### config.mk
export PLATFORM = sky130hd
export DESIGN_NAME = sdf_sinc3_host
export DESIGN_NICKNAME = d
export VERILOG_FILES = /design/src/rtl/sdf_pkg.sv /design/src/rtl/sdf_sinc3_host.sv
export VERILOG_INCLUDE_DIRS = /design/src /design/src/rtl
export SDC_FILE = /design/constraint.sdc
export NUM_CORES = 1
export LEC_CHECK = 0
export BUFFER_PORTS_ARGS = -buffer_cell sky130_fd_sc_hd__buf_2
export CORE_ASPECT_RATIO = 1.75
export CORE_MARGIN = 2
export CORE_UTILIZATION = 47
export CTS_CLUSTER_DIAMETER = 120
export DETAILED_ROUTE_END_ITERATION = 16
export SYNTH_ARGS = -nofsm -noshare
export SYNTH_HDL_FRONTEND = slang
export SYNTH_SLANG_ARGS = --single-unit
### constraint.sdc
create_clock -name ref_clk_i -period 17.5 [get_ports ref_clk_i]
set_clock_uncertainty 0.2 [all_clocks]
set_input_delay 1.75 -clock ref_clk_i [delete_from_list [all_inputs] [get_ports ref_clk_i]]
set_output_delay 1.75 -clock ref_clk_i [all_outputs]
set_load 0.01 [all_outputs]
### src/rtl/sdf_defines.svh
// Constants for the sinc3 decimation filter host
`ifndef SDF_DEFINES_SVH
`define SDF_DEFINES_SVH

// Reference clock period and wanted modulator clock period in ns
`define SDF_REF_PERIOD_NS 5
`define SDF_MCLK_PERIOD_NS 60
// Reference cycles per modulator clock half period, rounded up
`define SDF_MCLK_HALF_CYC ((`SDF_MCLK_PERIOD_NS / 2 + `SDF_REF_PERIOD_NS - 1) / `SDF_REF_PERIOD_NS)
`define SDF_DIV_W 4

// Datapath widths and output slice
`define SDF_ACC_W 24
`define SDF_WORD_W 16
`define SDF_WORD_LSB 8
`define SDF_CNT_W 8
`define SDF_CNT_MSB 7
`define SDF_STAGES 3
// Counter value just before the word clock rises
`define SDF_CNT_PRE_WORD 8'h7F

// Output buffer depth
`define SDF_FIFO_DEPTH 8

`endif

### src/rtl/sdf_pkg.sv
// Types shared by the sinc3 decimation filter host
package sdf_pkg;

  // Level of the generated modulator sample clock
  typedef enum logic {
    SDF_MCLK_LOW,
    SDF_MCLK_HIGH
  } sdf_mclk_t;

  typedef logic [23:0] sdf_acc_t;
  typedef logic [15:0] sdf_word_t;

endpackage : sdf_pkg

### src/rtl/sdf_sinc3_host.sv
// Sinc3 decimation filter host with clock generator and output FIFO
// Operation
// RULE1: Rebuild bitstream with third order sinc filter.
// RULE2: Response is cubed comb over integrator.
// RULE3: Three 24-bit integrators update on rising clock.
// RULE4: Reset clears integrators asynchronously.
// RULE5: 8-bit counter counts on falling clock.
// RULE6: Word clock is counter bit seven.
// RULE7: Three differentiators subtract previous word values.
// RULE8: Reset clears differentiators and delay registers.
// RULE9: Output word takes bits 23:8, unreset.
// RULE10: Bitstream sampled on falling clock edge.
// RULE11: Device emits one bit per sample clock.
// RULE12: Zero input alternates, full scale gives ones.
// RULE13: Input bit added unsigned, no sign extension.
`timescale 1ns/10ps
`include "sdf_defines.svh"

module sdf_fifo #(
  parameter int WIDTH = 16,
  parameter int DEPTH = 8
) (
  input wire logic ref_clk_i,
  input wire logic rst_i,
  input wire logic in_valid_i,
  input wire logic [WIDTH-1:0] in_data_i,
  output logic in_ready_o,
  output logic out_valid_o,
  output logic [WIDTH-1:0] out_data_o,
  input wire logic out_ready_i
);
  localparam int AW = (DEPTH > 1) ? $clog2(DEPTH) : 1;

  logic [WIDTH-1:0] mem [DEPTH];
  logic [AW-1:0] wr_ptr_q, wr_ptr_d, rd_ptr_q, rd_ptr_d;
  logic [AW:0] cnt_q, cnt_d;
  logic out_valid_q, out_valid_d;
  logic [WIDTH-1:0] out_data_q, out_data_d;
  logic push, pop;

  // Pointer, count and output stage next values
  always_comb begin
    push = in_valid_i && (cnt_q != (AW+1)'(DEPTH));
    pop = (cnt_q != '0) && (!out_valid_q || out_ready_i);
    wr_ptr_d = wr_ptr_q;
    rd_ptr_d = rd_ptr_q;
    out_valid_d = out_valid_q;
    out_data_d = out_data_q;
    if (push) begin
      wr_ptr_d = (wr_ptr_q == AW'(DEPTH - 1)) ? '0 : wr_ptr_q + 1'b1;
    end
    if (pop) begin
      rd_ptr_d = (rd_ptr_q == AW'(DEPTH - 1)) ? '0 : rd_ptr_q + 1'b1;
      out_valid_d = 1'b1;
      out_data_d = mem[rd_ptr_q];
    end else if (out_ready_i) begin
      out_valid_d = 1'b0;
    end
    cnt_d = cnt_q + (AW+1)'(push) - (AW+1)'(pop);
  end

  always_ff @(posedge ref_clk_i or posedge rst_i) begin
    if (rst_i) begin
      wr_ptr_q <= '0;
      rd_ptr_q <= '0;
      cnt_q <= '0;
      out_valid_q <= 1'b0;
      out_data_q <= '0;
    end else begin
      wr_ptr_q <= wr_ptr_d;
      rd_ptr_q <= rd_ptr_d;
      cnt_q <= cnt_d;
      out_valid_q <= out_valid_d;
      out_data_q <= out_data_d;
    end
  end

  // Storage array, written on accepted pushes
  always_ff @(posedge ref_clk_i) begin
    if (push) begin
      mem[wr_ptr_q] <= in_data_i;
    end
  end

  assign in_ready_o = (cnt_q != (AW+1)'(DEPTH));
  assign out_valid_o = out_valid_q;
  assign out_data_o = out_data_q;
endmodule : sdf_fifo

module sdf_sinc3_host (
  input wire logic ref_clk_i,
  input wire logic rst_i,
  input wire logic modulator_bitstream_out_i,
  output logic modulator_sample_clock_o,
  output logic word_valid_o,
  output logic [`SDF_WORD_W-1:0] word_data_o,
  input wire logic word_ready_i,
  output logic overrun_o
);
  localparam logic [`SDF_DIV_W-1:0] HALF_LAST = `SDF_DIV_W'(`SDF_MCLK_HALF_CYC - 1);

  sdf_pkg::sdf_mclk_t mclk_st_q, mclk_st_d;
  logic [`SDF_DIV_W-1:0] div_cnt_q, div_cnt_d;
  logic mclk_q, mclk_d, rise_en, fall_en;
  logic sync1_q, sync2_q, bit_q, bit_d;
  sdf_pkg::sdf_acc_t int_q [`SDF_STAGES];
  sdf_pkg::sdf_acc_t int_d [`SDF_STAGES];
  sdf_pkg::sdf_acc_t diff_q [`SDF_STAGES];
  sdf_pkg::sdf_acc_t diff_d [`SDF_STAGES];
  sdf_pkg::sdf_acc_t dly_q [`SDF_STAGES];
  sdf_pkg::sdf_acc_t dly_d [`SDF_STAGES];
  logic [`SDF_CNT_W-1:0] dec_cnt_q, dec_cnt_d;
  logic word_tick;
  sdf_pkg::sdf_word_t word_q, word_d;
  logic pend_q, pend_d, ovr_q, ovr_d, fifo_rdy;
  logic fifo_valid;
  logic [`SDF_WORD_W-1:0] fifo_data;

  // Sample clock divider with rise and fall enables
  // RULE11: one bit per clock
  always_comb begin
    div_cnt_d = div_cnt_q + 1'b1;
    mclk_st_d = mclk_st_q;
    rise_en = 1'b0;
    fall_en = 1'b0;
    if (div_cnt_q == HALF_LAST) begin
      div_cnt_d = '0;
      unique case (mclk_st_q)
        sdf_pkg::SDF_MCLK_LOW: begin
          mclk_st_d = sdf_pkg::SDF_MCLK_HIGH;
          rise_en = 1'b1;
        end
        sdf_pkg::SDF_MCLK_HIGH: begin
          mclk_st_d = sdf_pkg::SDF_MCLK_LOW;
          fall_en = 1'b1;
        end
      endcase
    end
    mclk_d = (mclk_st_d == sdf_pkg::SDF_MCLK_HIGH);
  end

  always_ff @(posedge ref_clk_i or posedge rst_i) begin
    if (rst_i) begin
      div_cnt_q <= '0;
      mclk_st_q <= sdf_pkg::SDF_MCLK_LOW;
      mclk_q <= 1'b0;
    end else begin
      div_cnt_q <= div_cnt_d;
      mclk_st_q <= mclk_st_d;
      mclk_q <= mclk_d;
    end
  end

  // Bitstream synchroniser and falling edge sample
  // RULE10: falling edge sample
  always_comb begin
    bit_d = fall_en ? sync2_q : bit_q;
  end

  always_ff @(posedge ref_clk_i or posedge rst_i) begin
    if (rst_i) begin
      sync1_q <= 1'b0;
      sync2_q <= 1'b0;
      bit_q <= 1'b0;
    end else begin
      sync1_q <= modulator_bitstream_out_i;
      sync2_q <= sync1_q;
      bit_q <= bit_d;
    end
  end

  // Integrator cascade at the modulator rate
  // RULE1: sinc3 integrator half
  always_comb begin
    for (int k = 0; k < `SDF_STAGES; k++) begin
      int_d[k] = int_q[k];
    end
    if (rise_en) begin
      // RULE13: unsigned input bit
      int_d[0] = int_q[0] + {{(`SDF_ACC_W-1){1'b0}}, bit_q};
      // RULE3: cascaded integrator update
      for (int k = 1; k < `SDF_STAGES; k++) begin
        int_d[k] = int_q[k] + int_q[k-1];
      end
    end
  end

  // RULE4: async integrator clear
  always_ff @(posedge ref_clk_i or posedge rst_i) begin
    if (rst_i) begin
      for (int k = 0; k < `SDF_STAGES; k++) begin
        int_q[k] <= '0;
      end
    end else begin
      int_q <= int_d;
    end
  end

  // Decimation counter on falling modulator edges
  // RULE5: falling edge count
  always_comb begin
    dec_cnt_d = fall_en ? dec_cnt_q + 1'b1 : dec_cnt_q;
    // RULE6: counter msb rising
    word_tick = fall_en && (dec_cnt_q == `SDF_CNT_PRE_WORD);
  end

  always_ff @(posedge ref_clk_i or posedge rst_i) begin
    if (rst_i) begin
      dec_cnt_q <= '0;
    end else begin
      dec_cnt_q <= dec_cnt_d;
    end
  end

  // Differentiator cascade at the word rate
  // RULE2: comb stages complete response
  always_comb begin
    for (int k = 0; k < `SDF_STAGES; k++) begin
      diff_d[k] = diff_q[k];
      dly_d[k] = dly_q[k];
    end
    if (word_tick) begin
      // RULE7: subtract previous word value
      diff_d[0] = int_q[`SDF_STAGES-1] - dly_q[0];
      dly_d[0] = int_q[`SDF_STAGES-1];
      for (int k = 1; k < `SDF_STAGES; k++) begin
        diff_d[k] = diff_q[k-1] - dly_q[k];
        dly_d[k] = diff_q[k-1];
      end
    end
  end

  // RULE8: async differentiator clear
  always_ff @(posedge ref_clk_i or posedge rst_i) begin
    if (rst_i) begin
      for (int k = 0; k < `SDF_STAGES; k++) begin
        diff_q[k] <= '0;
        dly_q[k] <= '0;
      end
    end else begin
      diff_q <= diff_d;
      dly_q <= dly_d;
    end
  end

  // Output word register, deliberately without reset
  // RULE9: top sixteen bits captured
  always_comb begin
    word_d = word_tick ? diff_q[`SDF_STAGES-1][`SDF_ACC_W-1:`SDF_WORD_LSB] : word_q;
  end

  always_ff @(posedge ref_clk_i) begin
    word_q <= word_d;
  end

  // Pending word handshake into the FIFO and sticky overrun
  always_comb begin
    pend_d = pend_q;
    if (pend_q && fifo_rdy) begin
      pend_d = 1'b0;
    end
    if (word_tick) begin
      pend_d = 1'b1;
    end
    ovr_d = ovr_q || (word_tick && pend_q && !fifo_rdy);
  end

  always_ff @(posedge ref_clk_i or posedge rst_i) begin
    if (rst_i) begin
      pend_q <= 1'b0;
      ovr_q <= 1'b0;
    end else begin
      pend_q <= pend_d;
      ovr_q <= ovr_d;
    end
  end

  sdf_fifo #(
    .WIDTH(`SDF_WORD_W),
    .DEPTH(`SDF_FIFO_DEPTH)
  ) u_fifo (
    .ref_clk_i(ref_clk_i),
    .rst_i(rst_i),
    .in_valid_i(pend_q),
    .in_data_i(word_q),
    .in_ready_o(fifo_rdy),
    .out_valid_o(fifo_valid),
    .out_data_o(fifo_data),
    .out_ready_i(word_ready_i)
  );

  // Outputs straight from flip-flops
  assign modulator_sample_clock_o = mclk_q;
  assign word_valid_o = fifo_valid;
  assign word_data_o = fifo_data;
  assign overrun_o = ovr_q;
endmodule : sdf_sinc3_host

Yosys cells after proc, flatten, opt, wreduce, memory -nomap -nowiden --
Memory sizes are Yosys's and may differ from the RTL's. A register that Yosys moved wholly into a read port is not among the register bits. Index checks and enable logic that the tools add are counted.
Word-level totals: bits in registers 261, latch bits 0, bits in writable memories 128, ROM bits 0, input bits 4, word-level logic and storage cells 67, memories 1
Operators by class: add/subtract/negate cells 12, multipliers 0, div/mod/pow operators 0, magnitude comparators 0, eq/ne operators 5, shifts and indexed selects 0, mux-type cells 14, bitwise logic cells 1, reduce and logical (&&, ||, !) cells 12
Memories:
- u_fifo.mem | depth 8, width 16, rd ports 1, clocked after Yosys merged registers in 1, write ports 1, line sdf_sinc3_host.sv:34 | logic [WIDTH-1:0] mem [DEPTH];
Operators with widths (number):
- 24-bit subtractor | 3
- 24-bit adder | 2
- 24-bit by 1-bit adder with 24-bit output | 1
- 1-bit two-way mux | 10
- 8-bit by 1-bit adder with 8-bit output (second input constant) | 1
- 8-bit by 7-bit equality test with 1-bit output (second input constant) | 1
- 3-bit by 1-bit adder with 3-bit output (second input constant) | 2
- 3-bit equality test (second input constant) | 2
- 3-bit two-way mux | 2
- 1-bit logical AND | 5
- 4-bit by 1-bit adder with 4-bit output | 1
- 4-bit by 1-bit adder with 4-bit output (second input constant) | 1
- 4-bit by 3-bit equality test with 1-bit output (second input constant) | 1
- 4-bit two-way mux | 1
- 4-bit inequality test (second input constant) | 1
- 2-bit nonzero test | 2
- 4-bit nonzero test | 1
- 4-bit by 1-bit subtractor with 4-bit output | 1
- 1-bit zero test | 2
- 1-bit logical OR | 2
- 1-bit one-hot mux with 2 select lines | 1
- 1-bit inverter | 1

Logic depth before layout (Yosys ltp) --
Gate-level depths: netlist (run 1).
word-level depth 6, depth in mapped cells 11, depth with buffers taken out 11

Cells and area by module --
From an unflattened synthesis (run 1), not the netlist that was laid out.
Unflattened totals: cells, all modules 1911, area total of the unflattened synthesis 20392.1 sq um
Modules (own cells, without submodules):
- sdf_sinc3_host | instances 1, cells an instance 1558, area each 14148.6 sq um, seq. area each 6135.9 sq um
- sdf_fifo | instances 1, cells an instance 353, area each 6243.5 sq um, seq. area each 4519.3 sq um

Worst setup path after synthesis (run 1) --
OpenSTA, ideal clock, no wires.
path kind input to register, from in word_ready_i, to reg u_fifo.cnt_q[3], data arrival time 3.478 ns, data required time 17.221 ns, path slack 13.743 ns, stages 9, path buffers 1, path through nor2b_1 -> a21oi_1 -> clkbuf_1 -> ha_1 -> inv_1 -> ha_1 -> a21o_1 -> a21oi_1 -> xor2_1
On the way: word-level cells in the longest chain between the ends 3
RTL lines:
- from (decl) | line sdf_sinc3_host.sv:97 | input wire logic word_ready_i,
- 1-bit logical OR | line sdf_sinc3_host.sv:44 | pop = (cnt_q != '0) && (!out_valid_q || out_ready_i);
- 1-bit logical AND | line sdf_sinc3_host.sv:44
- 4-bit by 1-bit subtractor with 4-bit output | line sdf_sinc3_host.sv:59 | cnt_d = cnt_q + (AW+1)'(push) - (AW+1)'(pop);
- via u_fifo.cnt_d[3] | line sdf_sinc3_host.sv:36 | logic [AW:0] cnt_q, cnt_d;
- to (signal assigned) | line sdf_sinc3_host.sv:72 | cnt_q <= cnt_d;
- to (decl) | line sdf_sinc3_host.sv:36
The timed path passes the listed nets, and every way through them passes these cells. A chain may end at the register's enable or synchronous reset.

Worst setup path after layout (run 1) --
from reg div_cnt_q[1], to reg diff_q[22] (netlist name)
On the way: word-level cells in the longest chain between the ends 3
RTL lines:
- from (decl) | line sdf_sinc3_host.sv:103 | logic [`SDF_DIV_W-1:0] div_cnt_q, div_cnt_d;
- from (signal assigned) | line sdf_sinc3_host.sv:148 | div_cnt_q <= div_cnt_d;
- 4-bit by 3-bit equality test with 1-bit output | line sdf_sinc3_host.sv:126 | if (div_cnt_q == HALF_LAST) begin
- 1-bit two-way mux | line sdf_sinc3_host.sv:126
- 1-bit logical AND | line sdf_sinc3_host.sv:204 | word_tick = fall_en && (dec_cnt_q == `SDF_CNT_PRE_WORD);
- to (signal assigned) | line sdf_sinc3_host.sv:241 | diff_q <= diff_d;
- to (decl) | line sdf_sinc3_host.sv:108 | sdf_pkg::sdf_acc_t diff_q [`SDF_STAGES];
Every way passes these cells.

==> results.md, run 1 <==
- Post-DP HPWL: around 27 mm
- # Post-CTS Setup Buffers: 0
- Max Transition Viols Final: 0
- Commonest non-fill, non-tap cells in the layout: nand2_1 (275), dfrtp_1 (251), o21ai_0 (219)
- Initial Utilization: a little under half
- Register Area: around 11,000 µm²
- Syn nets: 1,988
- Power share of the clock group: between 40 and 50%
- Largest net degree at the start of global routing: 117
- Switch share: 22.7%
- Post-synth ARST share: 63.7%
- CTS H-tree depth: 2
- Layout cells sized above 1: between 8 and 9%
- Post-synth EDFFs: 144
- Netlist cell types: 71
- Ys flop type: dfrtp_1
- Avg WL per Cell: 16.0 µm
- Total grt overflow: 0
- Clock insertion delay at the later pin of the skew report: ~0.54 ns
- Finished Core Util: 52.5%
- Final net count: 1,998
- Rel. slew slack: between 20 and 30%
- Routed wire length: between 30 and 40 mm
- Mapped Area: 20,200 µm²
- Crit path time final: 4.25 ns
- Full die area: 44,600 µm²
- Die H: 278 µm
- Mapped Cells: 1,852
- Worst Setup Start Kind: register
- Clk slew on worst S/H paths: 0.06 ns
- Fillers: around 3,700
- Max Freq: 0.235 GHz
- Vias in the first global route: about 14,000
- Clock sink count: ~400
- Via Count: ~13,000
- Fin. Hold Viols: 0
- DR iter-0 viols: roughly 430
- Vias per cell: 5.40
- P_sw: 463 µW
- Worst slack, placed: 13.17 ns
- First-pass iteration count of the detailed router: 4
- I/O Pins: 23
- CTS tree: done
- Crit end category: register
- Most common cell after layout, fill and taps aside: nand2_1
- Area growth syn-to-layout: 10.4%
- Final setup vio count: 0
- Root Driver: clkbuf_16
- Row cnt: 100
- Tot GR Track Use: 18.3%
- Tot Pwr: 2.05 mW
- I/O Buffers: 22
- TritonCTS Buffers: 40
- Chip width: 161 µm
- Multi-input combinational cell area: 8920 µm²
- Leakage: 9.00 nW
- GP Congestion: between 0.8 and 0.9
- Core footprint: approximately 42,000 µm²
- CP Data Required Time: 17.73 ns
- Maximum Capacitance Violations: 0
- Final worst path period share: 24.3%
- Longest Clk Path Bufs: 3
- Synth Register Bits: 397
- Syn_area_per_cell: around 11 µm²
- Initial antenna violation count: 0
- Post-cts gate resize count: 0
- Worst Max-Slew Pin Slew: between 1 and 1.5 ns
- Reg2Reg Setup Slack: 13.25 ns
- Maximum vdd drop: 102 µV
- Power Internal: around 1.6 mW
- RSZ-0062 raised after global routing: false
- # diodes: 0
- Sequential power share: 49.1%
- Setup_tns: 0 ns
- Hold-fix buffers, CTS: 0
- Sequential share of the synthesized area: 52.8%
- Logic pwr share: 6.3%
- Global-route wire length before repair: about 67 mm
- Worst endpoint data arrival time: 4.48 ns
- Class of the worst hold path: reg2reg
- Crit path kind: reg2reg
- Final WS setup: 13.25 ns
- Drt drc: 0
- Antenna viol nets, final: 0
- CP Max Fanout: 81
- Cell Pwr Density: 91.8 nW/µm²
- Status: completed
- Synthesis Warnings: 0
==> metal layers <==
metal  GRT usage [%]  wire length (µm)  vias to the layer above
met5               0                 0                        -
met4            7.48              1460                        0
met3            2.13               907                       92
met2            36.7             21900                      156
met1            18.8             15100                     6379
li1                -                 -                     6623
==> kinds of logic (layout without fill, tap and decap cells) <==
logic type,count (synthesis),in the layout,synth area share [%]
flip-flops,397,397,52.8
XOR/XNOR,133,133,5.78
adder cells (fa/ha/maj),132,132,8.38
AO/OA/AOI/OAI,493,493,14.5
buffers and inverters,166,207,3.21
AND/OR/NAND/NOR,472,472,10.4
multiplexers,59,59,4.98
==> layout make-up <==
cell class              count  share of cell area, %
repair buffers             34                  0.899
well taps                 561                   3.15
multi-input cells        1289                   40.1
flip-flops and latches    397                   47.9
inverters                 100                   1.73
clock buffers              52                   4.92
clock inverters            21                   1.38
==> synthesized netlist by cell type (32+ instances only) <==
master | instances | area (µm²)
a21o_1 | 45 | 338
xnor2_1 | 76 | 666
o21ai_0 | 219 | 1100
a21oi_1 | 111 | 556
edfxtp_1 | 144 | 4320
xor2_1 | 57 | 499
inv_1 | 99 | 372
nor2_1 | 66 | 248
nand3_1 | 33 | 165
ha_1 | 127 | 1590
dfrtp_1 | 253 | 6330
nand2_1 | 275 | 1030
mux4_2 | 32 | 721
clkbuf_1 | 49 | 184
==> worst paths after layout <==
check	start	endpoint	depth (start not counted)
max in group asynchronous	rst_i	int_q[19]	3
worst min register to register	sync1_q	sync2_q	0
min in group asynchronous	rst_i	overrun_o	2
worst min-delay path	sync1_q	sync2_q	0
worst max register to register	div_cnt_q[1]	diff_q[22]	6
worst max-delay path	div_cnt_q[1]	diff_q[22]	6
==> power by group through the flow <==
stage | sequential [mW] | combinational (mW) | clock [mW]
2_1_floorplan | 0.994 | 0.128 | 0
3_3_place_gp | 1.02 | 0.130 | 0
3_5_place_dp | 1.02 | 0.133 | 0
4_1_cts | 1.01 | 0.134 | 0.936
5_1_grt | 1.01 | 0.147 | 0.973
6_report | 1.00 | 0.129 | 0.912
==> registers in the layout, indices dropped and copies added, names as in the netlist, 4 cells and up <==
name and cells:
diff_q 64, u_fifo.mem 128, div_cnt_q 4, u_fifo.out_data_o 16, word_q 16, dec_cnt_q 8, int_q 72, u_fifo.cnt_q 4
dly_q 72
==> through the flow <==
stage | instances | area [µm²] | hold slack, ns
after floorplan | 1852 | 20200 | 0.131
after global placement | 2381 | 20900 | 0.142
after detailed placement | 2381 | 20900 | 0.140
after CTS | 2454 | 22300 | 0.150
after global routing | 2454 | 22300 | 0.159
final | 2454 | 22300 | 0.149
==> worst max-delay path, cell delays in order (launching register included) <==
cell and delay [ns]:
dfrtp_1 0.42, and4bb_4 0.36, and2_1 0.35, nand4_2 0.80
inv_4 0.88, buf_4 0.69, mux2_2 0.40
No activity file was read; power rests on OpenSTA's default activity.
==> run 2: changes to the inputs <==
==> constraint.sdc (replaced) <==
create_clock -name ref_clk_i -period 3.7 [get_ports ref_clk_i]
set_clock_uncertainty 0.2 [all_clocks]
set_input_delay 0.37 -clock ref_clk_i [delete_from_list [all_inputs] [get_ports ref_clk_i]]
set_output_delay 0.37 -clock ref_clk_i [all_outputs]
set_load 0.01 [all_outputs]
==> results.md, run 2 (synthesis gave the netlist of run 1 again) <==
- Worst Max-Slew Pin Slew: 0.852 ns (-0.268 ns)
- Longest Clk Path Bufs: 3 (unchanged)
- Clock sink count: 397 (unchanged)
- Root Driver: clkbuf_16
- CP Data Required Time: 3.89 ns (-13.84 ns)
- Fin. Hold Viols: 0 (unchanged)
- Register Area: 10,700 µm² (unchanged)
- Clock insertion delay at the later pin of the skew report: 0.54 ns (about the same)
- Status: completed
- DP Cell Count: 2,393 (+0.50%)
- I/O Pins: 23 (unchanged)
- Worst slack, placed: 0.441 ns (-12.73 ns)
- Initial Utilization: 47.5% (unchanged)
- Final worst path period share: 88.8% (+64 points)
- Logic pwr share: 7.5% (+1.2 points)
- Biggest registers after layout: u_fifo.mem (128), dly_q (72), int_q (72)
- Final setup vio count: 0 (unchanged)
- Cell Chain, Critical Path: ha_1, fa_1, a211oi_1, o21ai_0, a211oi_1, o21ai_1, o211ai_1, o221ai_1, xnor2_1, o21ai_0
- Tot GR Track Use: 17.9% (-0.39 points)
- Clk slew on worst S/H paths: 0.07 ns (about the same)
- First-pass iteration count of the detailed router: 4 (unchanged)
- Crit path time final: 3.28 ns (-0.966 ns)
- Core footprint: 42,400 µm² (unchanged)
- Largest register FFs: 128 (unchanged)
- Crit path kind: reg2reg
- Max Freq: 0.304 GHz (+29%)
- GP Congestion: 0.870 (+0.12%)
- Full die area: 44,600 µm² (unchanged)
- Cell Pwr Density: 412 nW/µm² (+350%)
- Initial antenna violation count: 0 (unchanged)
- Fillers: 3,798 (+1.6%)
- Drt drc: 0 (unchanged)
- Class of the worst hold path: in2async
- Maximum vdd drop: 334 µV (+230%)
- Vias per cell: 5.37 (-0.64%)
- CTS tree: done
- Top reg by flops: u_fifo.mem
- Multi-input combinational cell area: 8910 µm² (-0.20%)
- Most common cell after layout, fill and taps aside: nand2_1
- Final net count: 2,012 (+0.70%)
- Largest stage delay on the critical path: 0.43 ns (-0.45 ns)
- Tot Pwr: 9.17 mW (+350%)
- Row cnt: 100 (unchanged)
- Worst endpoint data arrival time: 3.47 ns (-1.01 ns)
- Power share of the clock group: 41.3% (-3.3 points)
- Die H: 278 µm (unchanged)
- RSZ-0062 raised after global routing: false
- Via Count: 13,200 (-0.27%)
- Chip width: 161 µm (unchanged)
- Slowest-stage cell, CP: fa_1
- Commonest non-fill, non-tap cells in the layout: nand2_1 (275), dfrtp_1 (251), o21ai_0 (219)
- Worst path bufs/invs: 0 (-2)
- Global-route wire length before repair: 65.3 mm (-2.0%)
- Worst Setup Start Kind: register
- Sequential power share: 51.2% (+2.1 points)
- CP Max Fanout: 4 (-95%)
- Largest net degree at the start of global routing: 102 (-13%)
- Power Internal: 7.05 mW (+350%)
- Layout cells sized above 1: 8.94% (+0.17 points)
- Maximum Capacitance Violations: 0 (unchanged)
- Setup_tns: 0 ns (unchanged)
- Antenna viol nets, final: 0 (unchanged)
- Area growth syn-to-layout: 10.3% (about the same)
- DR iter-0 viols: 554 (+28%)
- Total grt overflow: 0 (unchanged)
- Post-DP HPWL: 27.2 mm (+0.71%)
- Hold-fix buffers, CTS: 3 (+3)
- Switch share: 23.2% (+0.50 points)
- # Post-CTS Setup Buffers: 0 (unchanged)
- Rel. slew slack: 43.2% (+18 points)
- Non-Filler Instances: 2,463 (+0.37%)
- Crit end category: register
- Post-cts gate resize count: 0 (unchanged)
- # diodes: 0 (unchanged)
- TritonCTS Buffers: 39 (-2.5%)
- Vias in the first global route: 13,500 (-1.9%)
- Final WS setup: 0.416 ns (-12.83 ns)
- P_sw: 2.12 mW (+360%)
- Max Transition Viols Final: 0 (unchanged)
- Worst hold slack: 0.128 ns (-0.0207 ns)
- CTS H-tree depth: 2 (unchanged)
- Avg WL per Cell: 15.7 µm (-2.1%)
- Leakage: 8.99 nW (about the same)
- Delay-heaviest family, CP: compound AO/OA/AOI/OAI gates
- I/O Buffers: 22 (unchanged)
- Routed wire length: 38.7 mm (-1.7%)
-- run 2: layout make-up --
| type | instances | share of cell area (%) |
|---|---|---|
| inverter | 100 | 1.71 |
| clock buffer | 49 | 4.69 |
| timing repair buffer | 49 | 1.83 |
| tap | 561 | 3.15 |
| clock inverter | 18 | 0.703 |
| multi-input combinational | 1289 | 40.0 |
| sequential | 397 | 47.9 |
-- run 2: final timing paths --
| check | from | to | slack (ns) | depth (start not counted) |
|---|---|---|---|---|
| min in group ref_clk_i | sync1_q | sync2_q | 0.16 | 0 |
| worst min-delay path | rst_i | dec_cnt_q[5] | 0.13 | 3 |
| worst min register to register | sync1_q | sync2_q | 0.16 | 0 |
| max in group asynchronous | rst_i | int_q[44] | 2.33 | 4 |
| worst max register to register | int_q[24] | int_q[46] | 0.42 | 10 |
| worst max-delay path | int_q[24] | int_q[46] | 0.42 | 10 |
-- run 2: power by group through the flow --
stage               sequential, mW  combinational, mW  clock, mW
floorplan                     4.70              0.607          0
global placement              4.79              0.705          0
detailed placement            4.78              0.718          0
CTS                           4.70              0.722       3.91
global route                  4.70              0.782       4.07
finish                        4.70              0.691       3.79
-- run 2: worst register-to-register path: stages, from the launching register on --
cell	delay [ns]
dfrtp_1	0.40
ha_1	0.25
fa_1	0.43
a211oi_1	0.28
o21ai_0	0.25
a211oi_1	0.30
o21ai_1	0.21
o211ai_1	0.41
o221ai_1	0.19
xnor2_1	0.15
o21ai_0	0.08
-- run 2: per-stage QoR --
stage	utilization [%]	area, µm²
after CTS	52.5	22300
final	52.5	22300
after detailed placement	49.6	21000
after floorplan	-	20200
after global placement	49.6	21000
after global routing	52.5	22300
-- run 2: metal layers --
metal / wire, µm / track usage [%] / vias up / share of wire [%]
met2: 22300 / 36.7 / 151 / 58
met4: 1190 / 6.08 / 0 / 3.1
met5: 0 / 0 / - / 0
met1: 14300 / 18.2 / 6335 / 37
met3: 884 / 2.13 / 75 / 2.3
li1: - / - / 6653 / -
==> run 3: changes to the inputs <==
==> constraint.sdc (replaced) <==
create_clock -name ref_clk_i -period 4.2 [get_ports ref_clk_i]
set_clock_uncertainty 0.2 [all_clocks]
set_input_delay 0.42 -clock ref_clk_i [delete_from_list [all_inputs] [get_ports ref_clk_i]]
set_output_delay 0.42 -clock ref_clk_i [all_outputs]
set_load 0.01 [all_outputs]
==> results.md, run 3 (synthesis gave the netlist of run 1 again) <==
- R2R depth: 10 (unchanged)
- DR iter-0 viols: 583 (+5.2%)
- I/O Pins: 23 (unchanged)
- CP Data Required Time: 4.40 ns (+0.51 ns)
- Final setup vio count: 0 (unchanged)
- Largest stage delay on the critical path: 0.45 ns (+0.02 ns)
- RSZ-0062 raised after global routing: false
- Crit path time final: 3.26 ns (-0.0244 ns)
- Crit path kind: reg2reg
- TritonCTS Buffers: 39 (unchanged)
- Initial Utilization: 47.5% (unchanged)
- Post-DP HPWL: 27.2 mm (about the same)
- Layout cells sized above 1: 9.22% (+0.28 points)
- CTS H-tree depth: 2 (unchanged)
- Worst hold endpoint: sync2_q
- Setup_tns: 0 ns (unchanged)
- Maximum Capacitance Violations: 0 (unchanged)
- Root Driver: clkbuf_16
- Worst hold slack: 0.148 ns (+0.0194 ns)
- Worst endpoint data arrival time: 3.46 ns (about the same)
- Worst slack, placed: 1.00 ns (+0.559 ns)
- Drt drc: 0 (unchanged)
- Met3 wire length: 848 µm (-4.1%)
- Class of the worst hold path: reg2reg
- Die H: 278 µm (unchanged)
- Largest register FFs: 128 (unchanged)
- GP Congestion: 0.880 (+1.1%)
- Initial antenna violation count: 0 (unchanged)
- Leakage: 9.04 nW (+0.55%)
- Total grt overflow: 0 (unchanged)
- Largest net degree at the start of global routing: 104 (+2.0%)
- Tot GR Track Use: 17.9% (+0.029 points)
- First-pass iteration count of the detailed router: 4 (unchanged)
- Core footprint: 42,400 µm² (unchanged)
- Maximum vdd drop: 366 µV (+9.8%)
- Clock sink count: 397 (unchanged)
- Full die area: 44,600 µm² (unchanged)
- Row cnt: 100 (unchanged)
- Reg2Reg Setup Slack: 0.94 ns (+0.52 ns)
- Avg WL per Cell: 15.8 µm (+0.58%)
- Global-route wire length before repair: 65.5 mm (+0.28%)
- Fin. Hold Viols: 0 (unchanged)
- CP Launch Point: int_q[24]
- Rel. slew slack: 24.4% (-19 points)
- Chip width: 161 µm (unchanged)
- Top reg by flops: u_fifo.mem
- Reg2reg end: int_q[44]
- Most frequent cell on the critical path: o21ai_0
- Area growth syn-to-layout: 11.1%
- CP Max Fanout: 4 (unchanged)
- Vias per cell: 5.39 (+0.39%)
- CTS tree: done
- Cell Pwr Density: 381 nW/µm² (-7.5%)
- Final net count: 2,005 (-0.35%)
- Worst Setup Start Kind: register
- Commonest non-fill, non-tap cells in the layout: nand2_1 (275), dfrtp_1 (251), o21ai_0 (219)
- Slowest-stage cell, CP: o211ai_1
- Cell Chain, Critical Path: ha_1, fa_1, a211oi_1, o21ai_0, a211oi_1, o21ai_1, o211ai_1, o21ai_0, xnor2_1, o21ai_0
- Routed wire length: 38.9 mm (+0.45%)
- Longest Clk Path Bufs: 3 (unchanged)
- Via Count: 13,300 (+0.27%)
- Met2 routed wirelength: 22.2 mm (-0.56%)
- RR Startpoint: int_q[24]
- Biggest registers after layout: u_fifo.mem (128), dly_q (72), int_q (72)
- Worst Max-Slew Pin Slew: 1.13 ns (+0.282 ns)
- Hold Startpoint: sync1_q
- Final worst path period share: 77.6% (-11 points)
- Vias in the first global route: 13,600 (+0.73%)
- Most common cell after layout, fill and taps aside: nand2_1
- Hold Path Depth: 0
- Max Transition Viols Final: 0 (unchanged)
- I/O Buffers: 22 (unchanged)
- Max Freq: 0.307 GHz (+0.75%)
- Final WS setup: 0.940 ns (+0.524 ns)
- Status: completed
- # diodes: 0 (unchanged)
- Antenna viol nets, final: 0 (unchanged)
- Uppermost layer routed: met4
- Clock insertion delay at the later pin of the skew report: 0.54 ns (about the same)
- Clk slew on worst S/H paths: 0.06 ns (about the same)
- Post-cts gate resize count: 0 (unchanged)
- Crit end category: register
- WL met1: 14.4 mm (+0.62%)
-- run 3: area by class of cell --
class                   instances  area [µm²]
fillers                      3725       20000
flip-flops and latches        397       10700
clock buffers                  46        1070
repair buffers                 42         318
well taps                     561         702
multi-input cells            1289        8920
clock inverters                25         343
inverters                     100         382
-- run 3: critical path: cells and delay by family (launching register included) --
kind / cells / cell delay [ns]
xor+xnor: 1 / 0.16
flops: 1 / 0.40
compound gates: 7 / 1.69
fa+ha+maj: 2 / 0.68
-- run 3: routing by layer --
layer | vias to the layer above | GRT usage, %
met4 | 0 | 7.42
met1 | 6363 | 17.7
met5 | - | 0
li1 | 6640 | -
met3 | 93 | 1.92
met2 | 154 | 36.8
-- run 3: power breakdown --
group          total [mW]  leakage (nW)  internal (mW)  switching, mW
registers            4.25          4.22           4.04          0.211
clock network        3.81         0.677           2.28           1.53
logic               0.481          4.14          0.270          0.212
total                8.54          9.04           6.59           1.95
-- run 3: worst max-delay path by stage --
stage | endpoint | slack, ns
after floorplan | bit_q | 0.25
after global placement | int_q[44] | 1.01
after detailed placement | int_q[44] | 1.0
after CTS | int_q[44] | 0.95
after global routing | int_q[44] | 0.74
final | int_q[44] | 0.94
-- run 3: what timing repair did --
action,4_1_cts,5_1_grt
endpoints found under the hold margin,219,0
buffers inserted,0,0
hold buffers,3,0
-- run 3: stage by stage --
step           util (%)  std cells  power [mW]  area [µm²]
6_report           52.8       2460        8.54       22400
5_1_grt            52.8       2460        8.88       22400
4_1_cts            52.8       2460        8.68       22400
3_5_place_dp       49.4       2386        4.83       21000
3_3_place_gp       49.4       2386        4.82       21000
2_1_floorplan         -       1852        4.68       20200
